**config.mk**
```make
export PLATFORM = sky130hd
export DESIGN_NAME = blx_exec
export DESIGN_NICKNAME = d
export VERILOG_FILES = /design/src/hdl/blx_pkg.sv /design/src/hdl/blx_mem_if.sv /design/src/hdl/blx_file_mem.sv /design/src/hdl/blx_exec.sv
export SDC_FILE = /design/constraint.sdc
export NUM_CORES = 1
export LEC_CHECK = 0
export ABC_AREA = 1
export BUFFER_PORTS_ARGS = -buffer_cell sky130_fd_sc_hd__buf_2
export CAP_MARGIN = 20
export CORE_MARGIN = 2
export CORE_UTILIZATION = 61
export DETAILED_ROUTE_END_ITERATION = 12
export PLACE_DENSITY = 0.79
export SYNTH_ARGS = -nofsm -noshare
export SYNTH_HDL_FRONTEND = slang
export SYNTH_SLANG_ARGS = --single-unit
export TNS_END_PERCENT = 20
```
**constraint.sdc**
```tcl
create_clock -name clk_i -period 3.7 [get_ports clk_i]
set_input_delay 0.925 -clock clk_i [delete_from_list [all_inputs] [get_ports clk_i]]
set_output_delay 0.925 -clock clk_i [all_outputs]
set_load 0.05 [all_outputs]
```
**src/hdl/blx_pkg.sv**
```systemverilog
// Constants for the byte logic and bit operation execute stage.
// Assumes a 32-bit classic Wishbone slave with byte addressing.
package blx_pkg;
    // Data and address widths
    localparam int DW = 8;
    localparam int FAW = 5;
    localparam int FDEPTH = 32;
    localparam int BAW = 8;

    // Register byte offsets
    localparam logic [7:0] OFS_INSTR = 8'h00;
    localparam logic [7:0] OFS_WREG = 8'h04;
    localparam logic [7:0] OFS_STAT = 8'h08;
    localparam logic [7:0] OFS_FILE = 8'h80;
    localparam int FILE_SEL_BIT = 7;

    // Instruction word fields
    localparam int OPC_LSB = 0;
    localparam int FA_LSB = 3;
    localparam int BIT_LSB = 8;
    localparam int DST_BIT = 11;
    localparam int LIT_LSB = 16;

    // Status word fields
    localparam int ST_C = 0;
    localparam int ST_DC = 1;
    localparam int ST_Z = 2;
    localparam int ST_SKIP = 3;

    // Reset values
    localparam logic [7:0] WREG_RST = 8'h00;
    localparam logic [2:0] FLAG_RST = 3'h0;

    typedef enum logic [2:0] {
        OP_ADD_ACC_FILE = 3'b000,
        OP_AND_ACC_FILE = 3'b001,
        OP_AND_LIT_ACC  = 3'b010,
        OP_BIT_CLR_FILE = 3'b011,
        OP_BIT_SET_REG  = 3'b100,
        OP_TEST_SKIP_Z  = 3'b101,
        OP_NOP_A        = 3'b110,
        OP_NOP_B        = 3'b111
    } blx_op_t;

    typedef enum logic [0:0] {
        S_IDLE  = 1'b0,
        S_FETCH = 1'b1
    } blx_state_t;
endpackage

```
**src/hdl/blx_mem_if.sv**
```systemverilog
// Port bundle between the execute stage and its file register store.
// Assumes one writer and one reader on the same clock.
`timescale 1ns/1ns
`default_nettype none
interface blx_mem_if;
    logic       we;
    logic [4:0] waddr;
    logic [7:0] wdata;
    logic [4:0] raddr;
    logic [7:0] rdata;

    modport ctrl (output we, output waddr, output wdata, output raddr,
                  input rdata);
    modport mem (input we, input waddr, input wdata, input raddr,
                 output rdata);
endinterface
`default_nettype wire

```
**src/hdl/blx_file_mem.sv**
```systemverilog
// File register store: 32 bytes, one write port, registered read.
// Assumes the caller holds the read address one cycle ahead of use.
`timescale 1ns/1ns
`default_nettype none
module blx_file_mem
(
    input  wire logic clk_i,
    blx_mem_if.mem    port
);
    import blx_pkg::*;

    logic [DW-1:0] mem_q [FDEPTH];
    logic [DW-1:0] rdata_q;

    // Write port and registered read port
    always_ff @(posedge clk_i)
    begin
        if (port.we)
        begin
            mem_q[port.waddr] <= port.wdata;
        end
        rdata_q <= mem_q[port.raddr];
    end

    assign port.rdata = rdata_q;
endmodule
`default_nettype wire

```
**src/hdl/blx_exec.sv**
```systemverilog
// Execute stage for six byte and bit instructions, Wishbone slave.
// Assumes a classic single-cycle Wishbone master on clk_i.
//
// The Wishbone interface to the registers and the register offsets were decided locally.
`timescale 1ns/1ns
`default_nettype none
module blx_exec
(
    input  wire logic                    clk_i,
    input  wire logic                    rst_i,
    input  wire logic                    wb_cyc_i,
    input  wire logic                    wb_stb_i,
    input  wire logic                    wb_we_i,
    input  wire logic [blx_pkg::BAW-1:0] wb_adr_i,
    input  wire logic [3:0]              wb_sel_i,
    input  wire logic [31:0]             wb_dat_i,
    output logic      [31:0]             wb_dat_o,
    output logic                         wb_ack_o
);
    import blx_pkg::*;

    blx_mem_if mif ();

    blx_file_mem blx_file_mem_i (
        .clk_i (clk_i),
        .port  (mif.mem)
    );

    blx_state_t    state_q;
    logic [31:0]   instr_q;
    logic          discard_q;
    logic [DW-1:0] w_q;
    logic          c_q;
    logic          dc_q;
    logic          z_q;
    logic          skip_q;
    logic          ack_q;
    logic [31:0]   dat_q;

    // Bus request decode
    wire req      = wb_cyc_i & wb_stb_i & ~ack_q & (state_q == S_IDLE);
    wire in_file  = wb_adr_i[FILE_SEL_BIT];
    wire hit_ins  = (wb_adr_i == OFS_INSTR);
    wire hit_w    = (wb_adr_i == OFS_WREG);
    wire hit_st   = (wb_adr_i == OFS_STAT);
    wire issue    = req & wb_we_i & hit_ins & wb_sel_i[0];
    wire file_rd  = req & ~wb_we_i & in_file;
    wire file_wr  = req & wb_we_i & in_file & wb_sel_i[0];
    wire to_fetch = issue | file_rd;

    // Instruction field decode
    wire [2:0]     op_raw = instr_q[OPC_LSB +: 3];
    blx_op_t       opc;
    assign opc = blx_op_t'(op_raw);
    wire [FAW-1:0] fa     = instr_q[FA_LSB +: FAW];
    wire [2:0]     bsel   = instr_q[BIT_LSB +: 3];
    wire           dst    = instr_q[DST_BIT];
    wire [DW-1:0]  lit    = instr_q[LIT_LSB +: DW];
    wire [DW-1:0]  fval   = mif.rdata;
    wire [DW-1:0]  bmask  = 8'h01 << bsel;
    wire           exec   = (state_q == S_FETCH) & instr_q[31] & ~discard_q;

    wire [DW:0]    sum9   = {1'b0, w_q} + {1'b0, fval};
    wire [4:0]     nib5   = {1'b0, w_q[3:0]} + {1'b0, fval[3:0]};
    wire [DW-1:0]  andf   = w_q & fval;
    wire [DW-1:0]  andl   = w_q & lit;
    wire [DW-1:0]  bclr   = fval & ~bmask;
    wire [DW-1:0]  bset   = fval | bmask;
    wire           bzero  = (fval & bmask) == 8'h00;

    // Result selection per opcode
    wire is_add  = exec & (opc == OP_ADD_ACC_FILE);
    wire is_andf = exec & (opc == OP_AND_ACC_FILE);
    wire is_andl = exec & (opc == OP_AND_LIT_ACC);
    wire is_bclr = exec & (opc == OP_BIT_CLR_FILE);
    wire is_bset = exec & (opc == OP_BIT_SET_REG);
    wire is_test = exec & (opc == OP_TEST_SKIP_Z);
    wire two_op  = is_add | is_andf;
    wire [DW-1:0] res = is_add  ? sum9[DW-1:0] :
                        is_andf ? andf :
                        is_andl ? andl :
                        is_bclr ? bclr : bset;
    wire wr_w    = (two_op & ~dst) | is_andl;
    wire wr_f    = (two_op & dst) | is_bclr | is_bset;
    wire res_z   = (res == 8'h00);

    // Memory port steering; W never lives here
    // W kept apart from file space
    assign mif.we    = file_wr | wr_f;
    assign mif.waddr = file_wr ? wb_adr_i[6:2] : fa;
    assign mif.wdata = file_wr ? wb_dat_i[7:0] : res;
    assign mif.raddr = issue ? wb_dat_i[FA_LSB +: FAW] : wb_adr_i[6:2];

    // Sequencer: idle accepts, fetch executes or returns file data
    always_ff @(posedge clk_i)
    begin
        if (rst_i)
        begin
            state_q   <= S_IDLE;
            instr_q   <= 32'h0000_0000;
            discard_q <= 1'b0;
        end
        else
        begin
            unique case (state_q)
                S_IDLE:
                begin
                    if (to_fetch)
                    begin
                        state_q <= S_FETCH;
                    end
                    if (issue)
                    begin
                        discard_q <= skip_q;
                        instr_q   <= {1'b1, wb_dat_i[30:0]};
                    end
                    else if (file_rd)
                    begin
                        // Only the marker drops; the issued word stays
                        instr_q[31] <= 1'b0;
                    end
                end
                S_FETCH:
                begin
                    state_q <= S_IDLE;
                end
            endcase
        end
    end

    // Working register
    always_ff @(posedge clk_i)
    begin
        if (rst_i)
        begin
            w_q <= WREG_RST;
        end
        else if (wr_w)
        begin
            w_q <= res;
        end
        else if (req & wb_we_i & hit_w & wb_sel_i[0])
        begin
            w_q <= wb_dat_i[7:0];
        end
    end

    // Flags and skip state
    always_ff @(posedge clk_i)
    begin
        if (rst_i)
        begin
            {z_q, dc_q, c_q} <= FLAG_RST;
            skip_q           <= 1'b0;
        end
        else
        begin
            if (req & wb_we_i & hit_st & wb_sel_i[0])
            begin
                c_q  <= wb_dat_i[ST_C];
                dc_q <= wb_dat_i[ST_DC];
                z_q  <= wb_dat_i[ST_Z];
            end
            if (is_add)
            begin
                c_q  <= sum9[DW];
                dc_q <= nib5[4];
                z_q  <= res_z;
            end
            if (is_andf | is_andl)
            begin
                z_q <= res_z;
            end
            // skip consumed by the next slot
            if ((state_q == S_FETCH) & discard_q)
            begin
                skip_q <= 1'b0;
            end
            if (is_test)
            begin
                skip_q <= bzero;
            end
        end
    end

    // Read data mux for the plain registers
    wire [31:0] stat_word = {28'h0000000, skip_q, z_q, dc_q, c_q};
    wire [31:0] reg_rd = hit_ins ? instr_q & 32'h7FFF_FFFF :
                         hit_w   ? {24'h000000, w_q} :
                         hit_st  ? stat_word : 32'h0000_0000;

    // Acknowledge and read data, all registered
    always_ff @(posedge clk_i)
    begin
        if (rst_i)
        begin
            ack_q <= 1'b0;
            dat_q <= 32'h0000_0000;
        end
        else
        begin
            ack_q <= (req & ~to_fetch) | (state_q == S_FETCH);
            if (req & ~to_fetch)
            begin
                dat_q <= wb_we_i ? 32'h0000_0000 : reg_rd;
            end
            else if (state_q == S_FETCH)
            begin
                dat_q <= instr_q[31] ? 32'h0000_0000 : {24'h000000, fval};
            end
        end
    end

    assign wb_ack_o = ack_q;
    assign wb_dat_o = dat_q;
endmodule
`default_nettype wire

```
==> summary.md, run 1 <==
| Metric | Value |
|---|---|
| Outcome | finished, final reports clean |
| Nets | 1921 |
| Final Non-Filler Cells | 2221 |
| Wire length of the first global-routing pass | 63.1 mm |
| Combinational family with the most area after synthesis | simple AND/OR/NAND/NOR gates |
| Pin slew with the least headroom to its limit | 0.919 ns |
| Fraction of met3 tracks used by global routing | 0.0507 |
| Tot Pwr | 0.00832 W |
| Die Height | 165 um |
| Slack of the critical path | 0.659 ns |
| Worst Hold Depth | 2 |
| GRT overflow | 0 |
| Count of cell types in the netlist | 42 |
| Mapped Area | 15800 um^2 |
| R2R cell count | 12 |
| TNS Setup | 0 ns |
| CP Data Required Time | 4.04 ns |
| DR vias | 12580 |
| Storage element area | 9410 um^2 |
| Post-synthesis adder-cell area fraction | 0.00759 |
| Post-Syn Instances | 1761 |
| TritonCTS Buffers | 36 |
| Largest net degree at the start of global routing | 81 |
| Critical path fanouts, max | 17 |
| Drt pass-1 iters | 6 |
| Cts hold-fix bufs | 0 |
| Drt first-iter violations | 1683 |
| Worst setup SP type | register |
| Die W | 165 um |
| Share of cells above drive strength 1 | 0.127 |
| Leakage | 7.84 nW |
| Post-synthesis sequential area ratio | 0.594 |
| Multi-input gate area | 5000 um^2 |
| Slew Viols, Final | 0 |
| DRC | 0 |
| Initial antenna violation count | 0 |
| Slew headroom | 0.387 |
| Post-DP HPWL | 26.7 mm |
| Core area | 25300 um^2 |
| Period minus WS final | 3.04 ns |
| Num rows | 58 |
| Final setup fails | 0 |
| Compound-gate portion of the synthesized area | 0.0545 |
| Root Buffer | clkbuf_16 |
| Number of top-level pins | 82 |
| Period utilization | 0.822 |
| Post_cts resized | 0 |
| # H-tree levels | 2 |
| M1 GR Usage | 0.409 |
| Yosys warns | 0 |
| Net Count, Synth | 1819 |
| Mean Syn Cell Area | 8.99 um^2 |
| CTS clock-pin slew for the worst setup and hold paths | 0.07 ns |
| VDD IR max | 0.000450 V |
| PD cells | 463 nW/um^2 |
| Die area | 27300 um^2 |
| RSZ-0062 raised after global routing | false |
| Filler Cells Inserted | 1832 |
| Postcts setup bufs | 0 |
| Mux share of post-synthesis cell area | 0 |
| Crit path kind | reg -> reg |
| Clk_lat worst skew | 0.53 ns |
| HP Start | instr_q[28]$_SDFFE_PP0P_ |
| CTS max path bufs | 3 |
| CP arrival | 3.38 ns |
| R2R Path Start | blx_file_mem_i.port.rdata[0]$_DFF_P_ |
| P&R area growth vs syn | 13.6% |
| Total track usage | 0.305 |
| Final clock skew | 0.0154 ns |
| Final hold vios | 0 |
| Vias per inst | 5.66 |
| Min-delay worst type | reg -> reg |
| Max-Cap Viols | 0 |
| GRT Max-Usage Layer | met2 |
| Placed insts | 2155 |
| Number of port buffers | 76 |
| CTS tree | yes |
| Worst Hold End | wb_dat_o[28]$_SDFFE_PP0P_ |
| Post-route cell area | 18000 um^2 |
| RR Endpoint | blx_file_mem_i.mem_q[25][6]$_DFFE_PP_ |
| Starting density of the core | 0.625 |
| Wire per inst | 18.4 um |
| GPL Wtd Cong | 0.965 |
| Vias in the first global route | 11957 |
| Flop2flop setup slack | 0.66 ns |
| Area after DPL | 16900 um^2 |
| Antenna viol nets, final | 0 |
| Simple-gate share of the synthesized area | 0.251 |
| Max Fclk | 329 MHz |
| XOR/XNOR Fraction of Synth Area | 0.000553 |
| Seq cells post-synth | 342 |
| GRT met2 Usage | 0.492 |
| CP endpoint kind | register |
| Place WS | 0.326 ns |
| Total Wirelength | 40.8 mm |
| Clock tree sinks | 342 |
-- routing by layer --
layer	vias up	wire (um)
met3	141	4240
met2	650	19200
met1	5824	15500
li1	5965	-
met5	-	0
met4	0	1760
-- area by class of cell --
cell class	count	area share
diodes	1	0.000139
clock buffers	44	0.0535
clock inverters	21	0.00870
inverters	290	0.0606
multi-input cells	1052	0.278
flip-flops and latches	342	0.523
well taps	330	0.0230
repair buffers	141	0.0525
-- flip-flops by register name, indices dropped and copies added (netlist names), 8 cells and up --
signal	count
blx_file_mem_i.mem_q	256
w_q	8
blx_file_mem_i.port.rdata	8
wb_dat_o	31
instr_q	32
-- critical path, stage by stage, from the launching register on --
cell     delay (ns)
dfxtp_1        0.38
ha_1           0.27
fa_1           0.42
nand3_1        0.12
nand2_1        0.11
nand2_1        0.08
nand2_1        0.08
nand2_1        0.09
nand2_1        0.05
nor2_1         0.09
nor2_1         0.11
o21ai_2        0.66
buf_4          0.37
-- synth_stat cells, drive strengths merged --
cell       n  area [um^2]
nand4      6         37.5
o31ai      1         7.51
ha         8          100
nand2    437         1670
o21ai     66          342
a21oi     65          344
o21a       3         22.5
dfxtp     86         1720
xor2       1         8.76
a221oi     3         26.3
nand3    281         1440
conb       1         3.75
clkinv     1         5.00
a22oi      1         7.51
fa         1         20.0
clkbuf    21         78.8
o22ai      1         6.26
a21boi     2         15.0
or2        3         18.8
nor3       3         20.0
buf       56          288
nand3b    42          315
a31oi      5         31.3
inv      289         1080
nor2     114          474
o2111ai    1         8.76
edfxtp   256         7690
o211ai     7         52.6
-- power breakdown --
part	total, W	internal, W	switching [W]
combinational	0.000640	0.000168	0.000472
sequential	0.00423	0.00420	0.0000325
clock	0.00345	0.00199	0.00146
total	0.00832	0.00636	0.00196
-- how the worst max path moves through the flow --
stage	start	end	slack (ns)	cells past startpoint
after global placement	wb_adr_i[2]	blx_file_mem_i.port.rdata[1]$_DFF_P_	0.40	13
final	blx_file_mem_i.port.rdata[0]$_DFF_P_	blx_file_mem_i.mem_q[25][6]$_DFFE_PP_	0.66	12
after global routing	w_q[0]$_SDFFE_PP0P_	blx_file_mem_i.mem_q[25][6]$_DFFE_PP_	0.48	12
after floorplan	wb_cyc_i	blx_file_mem_i.mem_q[0][7]$_DFFE_PP_	0.21	9
after detailed placement	wb_cyc_i	blx_file_mem_i.mem_q[11][1]$_DFFE_PP_	0.33	15
after CTS	w_q[0]$_SDFFE_PP0P_	blx_file_mem_i.mem_q[25][6]$_DFFE_PP_	0.67	12
-- metrics by stage --
step	hold slack, ns	util
after floorplan	0.440	-
after global placement	0.445	0.666
after detailed placement	0.452	0.666
after CTS	0.462	0.710
after global routing	0.478	0.710
final	0.454	0.710
-- kinds of logic (layout without fill, tap and decap cells) --
group | Yosys count | count (layout)
XOR/XNOR | 1 | 1
buffers and inverters | 367 | 496
flip-flops | 342 | 342
other | 1 | 2
AND/OR/NAND/NOR | 886 | 886
adder cells (fa/ha/maj) | 9 | 9
AO/OA/AOI/OAI | 155 | 155
-- cells in the final DEF, fill, tap and decap left out, types with 4 or more instances in the layout --
cell type and n:
o211ai_1 7, a31oi_1 5, clkinv_1 9, nand2_1 429, nand3b_1 42, o21ai_2 11, buf_2 76, clkinv_2 7
nor2_4 4, o21ai_0 53, nor2_1 109, a21oi_1 62, dfxtp_1 86, clkbuf_16 37, nand3_2 6, nand4_1 6
buf_12 6, inv_1 278, ha_1 8, edfxtp_1 256, nand2_2 5, inv_2 11, buf_4 59, nand3_1 275
clkbuf_1 6
No activity file was read; power rests on OpenSTA's default activity.
==> run 2, diff against run 1 <==
--- a/config.mk
+++ b/config.mk
@@ -5,13 +5,13 @@
 export SDC_FILE = /design/constraint.sdc
 export NUM_CORES = 1
 export LEC_CHECK = 0
-export ABC_AREA = 1
+export ABC_AREA = 0
 export BUFFER_PORTS_ARGS = -buffer_cell sky130_fd_sc_hd__buf_2
 export CAP_MARGIN = 20
 export CORE_MARGIN = 2
 export CORE_UTILIZATION = 61
 export DETAILED_ROUTE_END_ITERATION = 12
-export PLACE_DENSITY = 0.79
+export PLACE_DENSITY = 0.8
 export SYNTH_ARGS = -nofsm -noshare
 export SYNTH_HDL_FRONTEND = slang
 export SYNTH_SLANG_ARGS = --single-unit
==> constraint.sdc (replaced) <==
create_clock -name clk_i -period 3.06 [get_ports clk_i]
set_input_delay 0.765 -clock clk_i [delete_from_list [all_inputs] [get_ports clk_i]]
set_output_delay 0.765 -clock clk_i [all_outputs]
set_load 0.05 [all_outputs]
==> run 2 against run 1 <==
Against the previous run: utilization increased by 2.1 points; hold slack about the same; setup slack got worse by 0.50 ns; non-clock buffer count increased by 56; sequential power increased by 21%; clock power increased by 22%; critical path type unchanged; critical endpoint is now blx_file_mem_i.mem_q[15][6]$_DFFE_PP_; largest cell class unchanged; largest power group unchanged.
==> summary.md, run 2 <==
| Metric | Value |
|---|---|
| CP cell instances | ha_1, fa_1, a21o_1, a21oi_1, o21ai_0, xor2_1, o22ai_1, o21ai_2, buf_4 |
| Worst Path Buf+Inv | 1 (unchanged) |
| TritonCTS Buffers | 36 (unchanged) |
| Place WS | -0.125 ns (-0.451 ns) |
| GPL Wtd Cong | 0.969 (+0.48%) |
| Wire length of the first global-routing pass | 57.7 mm (-8.6%) |
| Critical-path cell with the highest stage delay | fa_1 |
| PD cells | 590 nW/um^2 (+27%) |
| Leading area contributor after synthesis | edfxtp_1 |
| Antenna viol nets, final | 0 (unchanged) |
| Worst setup SP type | register |
| R2R cell count | 9 (-3) |
| Worst Hold Depth | 2 (unchanged) |
| Synth Flop Type | edfxtp_1 |
| GRT overflow | 0 (unchanged) |
| Slew Viols, Final | 0 (unchanged) |
| Wire per inst | 21.2 um (+15%) |
| Most instantiated cells after synthesis | nand2_1, edfxtp_1, nor2_1, nand3_1, dfxtp_1 |
| Critical path fanouts, max | 23 (+6) |
| Antenna cell count | 0 (-1) |
| Worst Hold End | instr_q[27]$_SDFFE_PP0P_ |
| Pin slew with the least headroom to its limit | 0.980 ns (+0.0608 ns) |
| RSZ-0062 raised after global routing | false |
| RR Endpoint | blx_file_mem_i.mem_q[15][6]$_DFFE_PP_ |
| Number of port buffers | 76 (unchanged) |
| Flop2flop setup slack | 0.16 ns (-0.50 ns) |
| CP delay by family, top | compound AO/OA/AOI/OAI gates |
| Final clock skew | 0.0140 ns (-0.00143 ns) |
| Period utilization | 0.949 (+0.127) |
| Post-synthesis sequential area ratio | 0.646 (+0.0517) |
| VDD IR max | 0.000494 V (+9.7%) |
| Top cells by area, synth | edfxtp_1, dfxtp_1, nand2_1 |
| CTS max path bufs | 3 (unchanged) |
| Max Fclk | 345 MHz (+4.8%) |
| Clock tree sinks | 342 (unchanged) |
| Die W | 159 um (-4.0%) |
| Tot Pwr | 0.0101 W (+22%) |
| Vias in the first global route | 10555 (-12%) |
| CP Data Required Time | 3.29 ns (-0.75 ns) |
| Largest reg by FF count | blx_file_mem_i.mem_q |
| Net Count, Synth | 1348 (-26%) |
| Count of cell types in the netlist | 66 (+57%) |
| Largest net degree at the start of global routing | 37 (-54%) |
| Min-delay worst type | reg -> reg |
| Most frequent cell after synthesis | nand2_1 |
| Synth top area share | 0.528 (+0.0423) |
| Share of cells above drive strength 1 | 0.184 (+0.0572) |
| Cts hold-fix bufs | 0 (unchanged) |
| # H-tree levels | 2 (unchanged) |
| DRC | 0 (unchanged) |
| CP arrival | 3.13 ns (-0.25 ns) |
| Starting density of the core | 0.620 (-0.00463) |
| Post_cts resized | 0 (unchanged) |
| R2R Path Start | w_q[0]$_SDFFE_PP0P_ |
| Mean Syn Cell Area | 11.3 um^2 (+26%) |
| Root Buffer | clkbuf_16 |
| DR vias | 11079 (-12%) |
| Asr flop ratio synth | 0 (unchanged) |
| CTS tree | yes |
| Post-Syn Instances | 1290 (-27%) |
| Postcts setup bufs | 0 (unchanged) |
| Drt first-iter violations | 1345 (-20%) |
| Number of flip-flops in the largest register | 256 (unchanged) |
| Die Height | 159 um (-4.0%) |
| Worst hold slack | 0.454 ns (+0.000103 ns) |
| Core area | 23500 um^2 (-7.3%) |
| Count of flip-flops with a built-in enable after synthesis | 256 (unchanged) |
| CP endpoint kind | register |
| Final setup fails | 0 (unchanged) |
| Post-DP HPWL | 25.0 mm (-6.3%) |
| Outcome | finished, final reports clean |
| Final hold vios | 0 (unchanged) |
| Die area | 25100 um^2 (-7.8%) |
| Crit path kind | reg -> reg |
| Period minus WS final | 2.90 ns (-0.138 ns) |
| Commonest non-fill, non-tap cell in the layout | nand2_1 |
| Clk_lat worst skew | 0.52 ns (about the same) |
| Initial antenna violation count | 0 (unchanged) |
| Nets | 1502 (-22%) |
| Leakage | 6.19 nW (-21%) |
| Largest stage delay, worst path | 0.42 ns (-0.24 ns) |
| TNS Setup | 0 ns (unchanged) |
| Number of top-level pins | 82 (unchanged) |
| Seq cells post-synth | 342 (unchanged) |
| Mapped Area | 14600 um^2 (-8.0%) |
| Vias per inst | 6.19 (+9.3%) |
| Post-route cell area | 17200 um^2 (-4.6%) |
| Total track usage | 0.305 (about the same) |
| Max-Cap Viols | 0 (unchanged) |
| HP Start | instr_q[27]$_SDFFE_PP0P_ |
| CTS clock-pin slew for the worst setup and hold paths | 0.06 ns (about the same) |
| Num rows | 56 (-3.4%) |
| Slack of the critical path | 0.158 ns (-0.502 ns) |
| Most frequent cells in the layout | nand2_1, edfxtp_1, buf_4 |
| Yosys warns | 0 (unchanged) |
| Slew headroom | 0.346 (-0.0418) |
| Area after DPL | 16000 um^2 (-5.0%) |
| Total Wirelength | 37.9 mm (-7.1%) |
| P&R area growth vs syn | 17.8% |
| Drt pass-1 iters | 5 (-1) |
-- run 2: changes by cell type after synthesis, sizes merged, moves of 32 or more --
cell and delta:
nand3b -40, a22oi +32, nand2 -150, mux2i +49, inv -278, nand3 -191
o21ai -35
-- run 2: report_power, final --
part           total (W)  internal (W)  leakage, nW  switching (W)
Clock            0.00421       0.00247        0.557        0.00174
Sequential       0.00512       0.00509         2.91      0.0000333
Combinational   0.000788      0.000256         2.72       0.000533
-- run 2: metrics by stage --
step / cells / utilization
after floorplan: 1290 / -
after global placement: 1725 / 0.682
after detailed placement: 1725 / 0.682
after CTS: 1790 / 0.731
after global routing: 1790 / 0.731
final: 1790 / 0.731
-- run 2: layout make-up --
cell class                 instances  area (um^2)
sequential                       342         9410
inverter                          12         45.0
clock buffer                      48          998
clock inverter                    17          149
timing repair buffer             197         1390
tap                              319          399
multi-input combinational        855         4770
fill                            1507         6310
-- run 2: cells by family (layout without fill, tap and decap cells) --
family | after synthesis | in the layout | synth area share
AND/OR/NAND/NOR | 563 | 563 | 0.171
flip-flops | 342 | 342 | 0.646
AO/OA/AOI/OAI | 224 | 224 | 0.106
buffers and inverters | 93 | 274 | 0.0286
multiplexers | 53 | 53 | 0.0368
adder cells (fa/ha/maj) | 9 | 9 | 0.00825
XOR/XNOR | 5 | 5 | 0.00301
other | 1 | 1 | 0.000258
-- run 2: layer usage --
metal / global-route usage / vias to the layer above / part of all wire
li1: - / 5044 / -
met1: 0.414 / 5244 / 0.40
met2: 0.485 / 682 / 0.45
met3: 0.0659 / 109 / 0.11
met4: 0.121 / 0 / 0.039
met5: 0 / - / 0
-- run 2: how the worst max path moves through the flow --
stage                              from                                    end  cells past startpoint
finish              w_q[0]$_SDFFE_PP0P_  blx_file_mem_i.mem_q[15][6]$_DFFE_PP_                      9
global route        w_q[0]$_SDFFE_PP0P_  blx_file_mem_i.mem_q[14][6]$_DFFE_PP_                      9
CTS                 w_q[0]$_SDFFE_PP0P_  blx_file_mem_i.mem_q[15][6]$_DFFE_PP_                      9
detailed placement          wb_adr_i[1]   blx_file_mem_i.port.rdata[5]$_DFF_P_                      8
global placement            wb_adr_i[1]   blx_file_mem_i.port.rdata[0]$_DFF_P_                      9
floorplan           w_q[0]$_SDFFE_PP0P_   blx_file_mem_i.mem_q[0][6]$_DFFE_PP_                      8
-- run 2: worst register-to-register path, stage by stage (launching register included) --
cell and delay, ns:
dfxtp_1 0.37, ha_1 0.27, fa_1 0.42, a21o_1 0.17, a21oi_1 0.29, o21ai_0 0.23
xor2_1 0.19, o22ai_1 0.32, o21ai_2 0.10, buf_4 0.25
